===== src/rtl/dhrs_pkg.sv =====
// Behaviour
// RULE_01: reject reset-line lows under 5us, reset otherwise
// RULE_02: same spike filter applies during reset pulse
// RULE_03: reload identity, electrode level, settings on release
// RULE_04: reload finishes within 5ms of release edge
// RULE_05: release from sleep-in lasts at most 5ms
// RULE_06: release from sleep-out lasts at most 120ms
// RULE_07: sleep-out runs blanking; sleep-in stays blank
// RULE_08: after reset everything returns to defaults
// RULE_09: host waits 5ms before sending commands
// RULE_10: host waits 120ms before sleep-out command
// RULE_11: commands ignored until release period ends
package dhrs_pkg;

	// ==========================================================
	// timing
	localparam int MCLK_NS      = 25;
	localparam int T_REJ_NS     = 5000;
	localparam int T_FULL_NS    = 9000;
	localparam int T_LOAD_MS    = 5;
	localparam int T_REL_IN_MS  = 5;
	localparam int T_REL_OUT_MS = 120;
	localparam int NS_PER_MS    = 1000000;
	localparam int FILT_CYC     = (T_REJ_NS + MCLK_NS - 1) / MCLK_NS;
	localparam int FULL_CYC     = (T_FULL_NS + MCLK_NS - 1) / MCLK_NS;
	localparam int LOAD_CYC     = (T_LOAD_MS * NS_PER_MS) / MCLK_NS;
	localparam int REL_IN_CYC   = (T_REL_IN_MS * NS_PER_MS) / MCLK_NS;
	localparam int REL_OUT_CYC  = (T_REL_OUT_MS * NS_PER_MS) / MCLK_NS;

	// ==========================================================
	// widths
	localparam int CNT_W  = 24;
	localparam int FCNT_W = 9;
	localparam int NVM_AW = 3;
	localparam int NVM_DW = 8;
	localparam int NVM_N  = 5;
	localparam logic [NVM_AW-1:0] NVM_LAST = 3'h4;
	localparam logic [NVM_AW-1:0] NVM_A0   = 3'h0;
	localparam logic [NVM_AW-1:0] NVM_A1   = 3'h1;

	// ==========================================================
	// hardware-reset defaults (plain values)
	localparam logic [NVM_DW-1:0] ID0_DEF  = 8'h00;
	localparam logic [NVM_DW-1:0] ID1_DEF  = 8'h00;
	localparam logic [NVM_DW-1:0] ID2_DEF  = 8'h00;
	localparam logic [NVM_DW-1:0] COMMON_ELECTRODE_LEVEL_DEF = 8'h20;
	localparam logic [NVM_DW-1:0] MISC_DEF = 8'h00;

	// ==========================================================
	// types
	typedef enum logic [2:0] {
		ST_RUN,
		ST_RESET,
		ST_LOAD,
		ST_BLANK
	} dhrs_state_t;

	typedef struct packed {
		logic [NVM_DW-1:0] misc;
		logic [NVM_DW-1:0] common_electrode_level;
		logic [NVM_DW-1:0] id2;
		logic [NVM_DW-1:0] id1;
		logic [NVM_DW-1:0] id0;
	} dhrs_cfg_t;

	typedef struct packed {
		logic              rd;
		logic [NVM_AW-1:0] addr;
	} dhrs_nvm_req_t;

endpackage : dhrs_pkg


===== src/rtl/dhrs_reset_seq.sv =====
`timescale 1ns/1ps
`default_nettype none
module dhrs_reset_seq #(
	parameter int LOAD_MAX_CYC = dhrs_pkg::LOAD_CYC,
	parameter int REL_IN_MAX   = dhrs_pkg::REL_IN_CYC,
	parameter int REL_OUT_MAX  = dhrs_pkg::REL_OUT_CYC
) (
	// clock and reset
	input  wire logic                         mclk,
	input  wire logic                         rst,
	// reset pin from host
	input  wire logic                         hw_reset_line_n,
	// power mode from core
	input  wire logic                         sleep_out,
	// non-volatile memory port
	output var  dhrs_pkg::dhrs_nvm_req_t      nvm_req,
	input  wire logic                         nvm_ack,
	input  wire logic [dhrs_pkg::NVM_DW-1:0]  nvm_data,
	// working settings
	output var  dhrs_pkg::dhrs_cfg_t          cfg,
	// control to core
	output logic                              core_reset,
	output logic                              display_blank,
	output logic                              blank_seq,
	// host command gate
	input  wire logic                         cmd_valid,
	output logic                              cmd_ready,
	output logic                              cmd_accept,
	output logic                              cmd_drop
);

	// ==========================================================
	// pin synchroniser and spike filter
	logic                          sync1_q;
	logic                          sync2_q;
	logic                          lvl_q;
	logic [dhrs_pkg::FCNT_W-1:0]   fcnt_q;
	logic                          fall;
	logic                          rise;

	always_ff @(posedge mclk) begin
		if (rst) begin
			sync1_q <= 1'b1;
			sync2_q <= 1'b1;
		end else begin
			sync1_q <= hw_reset_line_n;
			sync2_q <= sync1_q;
		end
	end

	// level changes only after standing for the full reject time
	assign fall = lvl_q && !sync2_q && (fcnt_q == dhrs_pkg::FCNT_W'(dhrs_pkg::FILT_CYC - 1)); // RULE_01
	assign rise = !lvl_q && sync2_q && (fcnt_q == dhrs_pkg::FCNT_W'(dhrs_pkg::FILT_CYC - 1)); // RULE_02

	always_ff @(posedge mclk) begin
		if (rst) begin
			lvl_q  <= 1'b1;
			fcnt_q <= '0;
		end else if (sync2_q == lvl_q) begin
			fcnt_q <= '0; // RULE_01
		end else if (fall || rise) begin
			lvl_q  <= sync2_q;
			fcnt_q <= '0;
		end else begin
			fcnt_q <= fcnt_q + 1'b1; // RULE_02
		end
	end

	// ==========================================================
	// sequencer
	dhrs_pkg::dhrs_state_t          st_q;
	logic [dhrs_pkg::CNT_W-1:0]     rel_q;
	logic                           mode_out_q;
	logic [dhrs_pkg::NVM_AW-1:0]    idx_q;
	logic                           pend_q;
	logic                           load_done;
	logic                           load_tmo;
	logic                           rel_in_end;

	assign load_done  = pend_q && nvm_ack && (idx_q == dhrs_pkg::NVM_LAST);
	assign load_tmo   = rel_q >= dhrs_pkg::CNT_W'(LOAD_MAX_CYC - 1); // RULE_04
	assign rel_in_end = rel_q >= dhrs_pkg::CNT_W'(REL_IN_MAX - 1); // RULE_05

	always_ff @(posedge mclk) begin
		if (rst) begin
			st_q <= dhrs_pkg::ST_LOAD;
		end else if (fall) begin
			st_q <= dhrs_pkg::ST_RESET;
		end else begin
			case (st_q)
				dhrs_pkg::ST_RUN: begin
					st_q <= dhrs_pkg::ST_RUN;
				end
				dhrs_pkg::ST_RESET: begin
					if (rise) begin
						st_q <= dhrs_pkg::ST_LOAD; // RULE_03
					end
				end
				dhrs_pkg::ST_LOAD: begin
					if (load_done || load_tmo || (rel_in_end && !mode_out_q)) begin
						st_q <= mode_out_q ? dhrs_pkg::ST_BLANK : dhrs_pkg::ST_RUN; // RULE_05
					end
				end
				dhrs_pkg::ST_BLANK: begin
					if (rel_q >= dhrs_pkg::CNT_W'(REL_OUT_MAX - 1)) begin
						st_q <= dhrs_pkg::ST_RUN; // RULE_06
					end
				end
				default: begin
					st_q <= dhrs_pkg::ST_RESET;
				end
			endcase
		end
	end

	// time since the pin went high, counting the filter delay
	always_ff @(posedge mclk) begin
		if (rst) begin
			rel_q <= '0;
		end else if (rise) begin
			rel_q <= dhrs_pkg::CNT_W'(dhrs_pkg::FILT_CYC); // RULE_04
		end else if (st_q == dhrs_pkg::ST_LOAD || st_q == dhrs_pkg::ST_BLANK) begin
			rel_q <= rel_q + 1'b1;
		end
	end

	// power mode caught when the reset begins
	always_ff @(posedge mclk) begin
		if (rst) begin
			mode_out_q <= 1'b0;
		end else if (fall && st_q != dhrs_pkg::ST_RESET) begin
			mode_out_q <= sleep_out; // RULE_07
		end
	end

	// ==========================================================
	// non-volatile reload
	always_ff @(posedge mclk) begin
		if (rst || fall) begin
			idx_q   <= dhrs_pkg::NVM_A0;
			pend_q  <= 1'b0;
			nvm_req <= '0;
		end else if (st_q == dhrs_pkg::ST_LOAD && !load_tmo) begin
			if (!pend_q) begin
				nvm_req.rd   <= 1'b1; // RULE_03
				nvm_req.addr <= idx_q;
				pend_q       <= 1'b1;
			end else begin
				nvm_req.rd <= 1'b0;
				if (nvm_ack) begin
					pend_q <= 1'b0;
					idx_q  <= idx_q + dhrs_pkg::NVM_A1;
				end
			end
		end else begin
			nvm_req <= '0;
			pend_q  <= 1'b0;
			idx_q   <= dhrs_pkg::NVM_A0;
		end
	end

	logic [dhrs_pkg::NVM_DW-1:0] word_q [dhrs_pkg::NVM_N];
	localparam logic [dhrs_pkg::NVM_DW-1:0] DEF [dhrs_pkg::NVM_N] = '{
		dhrs_pkg::ID0_DEF, dhrs_pkg::ID1_DEF, dhrs_pkg::ID2_DEF,
		dhrs_pkg::COMMON_ELECTRODE_LEVEL_DEF, dhrs_pkg::MISC_DEF};

	for (genvar i = 0; i < dhrs_pkg::NVM_N; i++) begin : g_word
		always_ff @(posedge mclk) begin
			if (rst || st_q == dhrs_pkg::ST_RESET) begin
				word_q[i] <= DEF[i]; // RULE_08
			end else if (st_q == dhrs_pkg::ST_LOAD && pend_q && nvm_ack
					&& idx_q == dhrs_pkg::NVM_AW'(i)) begin
				word_q[i] <= nvm_data; // RULE_03
			end
		end
	end

	assign cfg.id0                    = word_q[0];
	assign cfg.id1                    = word_q[1];
	assign cfg.id2                    = word_q[2];
	assign cfg.common_electrode_level = word_q[3];
	assign cfg.misc                   = word_q[4];

	// ==========================================================
	// core control and blanking
	always_ff @(posedge mclk) begin
		if (rst) begin
			core_reset <= 1'b1;
		end else begin
			core_reset <= st_q != dhrs_pkg::ST_RUN; // RULE_08
		end
	end

	// display kept blank for the whole sequence
	always_ff @(posedge mclk) begin
		if (rst) begin
			display_blank <= 1'b1;
			blank_seq     <= 1'b0;
		end else begin
			display_blank <= st_q != dhrs_pkg::ST_RUN; // RULE_07
			blank_seq     <= mode_out_q && st_q != dhrs_pkg::ST_RUN; // RULE_07
		end
	end

	// ==========================================================
	// host command gate
	always_ff @(posedge mclk) begin
		if (rst) begin
			cmd_ready <= 1'b0;
		end else begin
			cmd_ready <= st_q == dhrs_pkg::ST_RUN && !fall; // RULE_11
		end
	end

	// every command answered one cycle later
	always_ff @(posedge mclk) begin
		if (rst) begin
			cmd_accept <= 1'b0;
			cmd_drop   <= 1'b0;
		end else begin
			cmd_accept <= cmd_valid && cmd_ready; // RULE_11
			cmd_drop   <= cmd_valid && !cmd_ready; // RULE_11
		end
	end

endmodule : dhrs_reset_seq
`default_nettype wire


===== config.mk =====
export PLATFORM = sky130hd
export DESIGN_NAME = dhrs_reset_seq
export DESIGN_NICKNAME = d
export VERILOG_FILES = /design/src/rtl/dhrs_pkg.sv /design/src/rtl/dhrs_reset_seq.sv
export SDC_FILE = /design/constraint.sdc
export NUM_CORES = 1
export LEC_CHECK = 0
export BUFFER_PORTS_ARGS = -buffer_cell sky130_fd_sc_hd__buf_2
export CORE_MARGIN = 5
export CORE_UTILIZATION = 45
export DETAILED_ROUTE_END_ITERATION = 8
export GPL_TIMING_DRIVEN = 0
export HOLD_SLACK_MARGIN = 0.03
export PLACE_DENSITY = 0.66
export SETUP_SLACK_MARGIN = 0.05
export SYNTH_ARGS = -nofsm -noshare
export SYNTH_HDL_FRONTEND = slang
export SYNTH_SLANG_ARGS = --single-unit
export TNS_END_PERCENT = 5

===== constraint.sdc =====
create_clock -name mclk -period 3.96 [get_ports mclk]
set_input_delay 0 -clock mclk [delete_from_list [all_inputs] [get_ports mclk]]
set_output_delay 0 -clock mclk [all_outputs]
set_load 0.05 [all_outputs]

==> flow_metrics.py <==
metrics = {
    "clocking": {
        "clock_latency_ns": 0.37,
        "root_buffer": "clkbuf_8",
        "clk_pin_slew_worst_paths_ns": 0.10,
        "clock-sinks": 92,
        "htree_levels": 3,
        "postCtsSetupRepairBufs": 0,
        "cts_buffer_depth": 2,
        "cts_buffers": 9,
        "cts_resized": 0,
        "tritoncts": "yes",
    },
    "place": {
        "portBuffers": 63,
        "gp_congestion": 0.839,
        "post-dp-hpwl_um": 5850,
    },
    "synthesis": {
        "synth_cell_types": 47,
        "synth_nets": 388,
        "syn_area_um2": 3890,
        "yosys-top-cells-area": "edfxtp_1 (31%), dfxtp_1 (27%), and3_1 (5.3%)",
        "ys_ff_latch": 92,
        "synth-seq-area-share": 0.576,
        "synth_top_area_share": 0.309,
        "ys.flop_type": "dfxtp_1",
        "ys_warn_count": 0,
        "synth.avg_cell_area_um2": 10.7,
        "syn_inst": 365,
        "synth_top_cell_by_area": "edfxtp_1",
        "async_flop_share": 0,
        "synth_edf_count": 40,
    },
    "sta": {
        "setup_viol": 0,
        "slew_headroom": 0.472,
        "grt_setup_unrepaired": "false",
        "finClkSkew_ns": 0.0161,
        "layout_min_cycle_time_ns": 2.22,
        "holdWs_ns": 0.369,
        "slew_violations": 0,
        "max_freq_mhz": 451,
        "finalCritPeriodShare": 0.560,
        "tightest_slew_ns": 0.784,
        "hold_viol": 0,
        "tns_ns": 0,
    },
    "cells_and_area": {
        "drive_above_1_share": 0.197,
        "utilization": 0.544,
        "final_cell_mix": "buf_2 (63), dfxtp_1 (52), nor2_1 (49)",
        "fin_nets": 475,
        "syn2layout_area_growth_pct": 20.1,
        "final_common_cell": "buf_2",
        "diodes": 0,
    },
    "setup_path": {
        "cp_data_required_time_ns": 4.20,
        "crit_type": "reg2reg",
        "startpoint_type": "flip-flop",
        "crit_arrival_ns": 2.46,
        "critPathMaxFanout": 9,
        "worstSetupEndpointType": "flip-flop",
    },
    "status": {
        "outcome": "completed",
    },
    "die": {
        "rows": 34,
        "die_w_um": 103,
        "dieHeight_um": 103,
        "core_area_um2": 8590,
        "dieArea_um2": 10600,
        "initial_core_util": 0.453,
        "io_pins": 64,
    },
    "min_path": {
        "min_path_type": "in2reg",
    },
    "route": {
        "drc": 0,
        "wl_per_cell_um": 14.4,
        "viasPerCell": 5.13,
        "ant_nets": 0,
        "first_pass_iters": 4,
        "dr_total_vias": 2898,
        "drt_iter0_drc": 133,
        "drt_wl_total_um": 8120,
    },
    "grt": {
        "grt_usage": 0.161,
        "grt_pass1_wl_um": 13000,
        "grt_max_degree": 17,
        "grt_overflow": 0,
        "grt_pass1_vias": 2723,
        "antenna_found_initial": 0,
    },
    "power": {
        "power-per-cell-area_nw_per_um2": 399,
        "ir_drop_mv": 0.249,
        "p_leak_nw": 1.93,
    },
    "flow_run": {
        "max_cap_viol_count": 0,
    },
}
[critical path, stage by stage (launching register included)]
cell	delay [ns]
dfxtp_1	0.36
nor4b_1	0.55
nand3_1	0.35
nand2b_1	0.27
or3_1	0.14
clkbuf_1	0.32
nor2_1	0.10
[state kept, by name, summed over array words and instances (netlist names), 2 cells and up]
signal   cells
word_q      40
fcnt_q       9
st_q         2
rel_q       24
nvm_req      4
idx_q        3
[stage by stage]
| stage | instance area [µm²] | setup WS, ns | std cells | total power [mW] |
|---|---|---|---|---|
| after CTS | 4670 | 1.73 | 565 | 1.88 |
| after detailed placement | 4340 | 1.74 | 536 | 1.24 |
| final | 4670 | 1.74 | 565 | 1.86 |
| after floorplan | 3890 | 2.10 | 365 | 1.18 |
| after global routing | 4670 | 1.43 | 565 | 1.94 |
| after global placement | 4340 | 1.80 | 536 | 1.23 |
[power by group]
part	internal [mW]	leakage, nW	switching [mW]
logic	0.0496	0.995	0.140
clock network	0.299	0.0989	0.341
registers	1.02	0.833	0.0145
[cells by family after synthesis]
logic type,Yosys count,synth area share
simple gates,180,0.245
flops,92,0.576
xor+xnor,29,0.0653
compound gates,26,0.0463
buf+inv,25,0.0280
fa+ha+maj,9,0.0289
mux,4,0.0103
[layer usage]
layer | track usage | routed length [µm] | vias up
li1 | - | - | 1446
met1 | 0.208 | 3660 | 1359
met2 | 0.262 | 3730 | 82
met3 | 0.0304 | 571 | 11
met4 | 0.0767 | 158 | 0
met5 | 0 | 0 | -
[synth_stat cells (2+ instances only)]
cell type,number
or4_4,2
buf_1,2
dfxtp_1,52
ha_1,9
nor3_1,7
nand3_1,12
nand2b_1,2
o21ai_0,4
nand2_1,26
mux2i_1,4
edfxtp_1,40
nor2b_1,2
xor2_1,10
or3_1,5
xnor2_1,19
inv_1,10
and3_1,33
nor3b_1,2
nor4_1,7
and2_1,16
or2_2,2
nand4_1,6
a21oi_1,11
nor2_1,49
clkbuf_1,10
buf_4,2
[layout make-up]
| class | instances | area (µm²) |
|---|---|---|
| tap | 108 | 135 |
| fill | 774 | 3920 |
| buffer | 15 | 71.3 |
| sequential | 92 | 2240 |
| clock inverter | 6 | 72.6 |
| clock buffer | 10 | 128 |
| timing repair buffer | 76 | 445 |
| inverter | 10 | 37.5 |
| multi-input combinational | 248 | 1540 |
[worst paths after layout]
path,startpoint,to,slack [ns],depth (start not counted)
setup / recovery,fcnt_q[5],fcnt_q[3],1.74,6
hold / removal,hw_reset_line_n,sync1_q,0.37,3
setup reg to reg,fcnt_q[5],fcnt_q[3],1.74,6
hold reg to reg,sync1_q,sync2_q,0.43,1
[timing repair]
action | CTS | global route
hold buffers | 13 | 0
setup endpoints to repair | 0 | 0
endpoints found under the hold margin | 38 | 0
(Power assumes the default switching activity.)
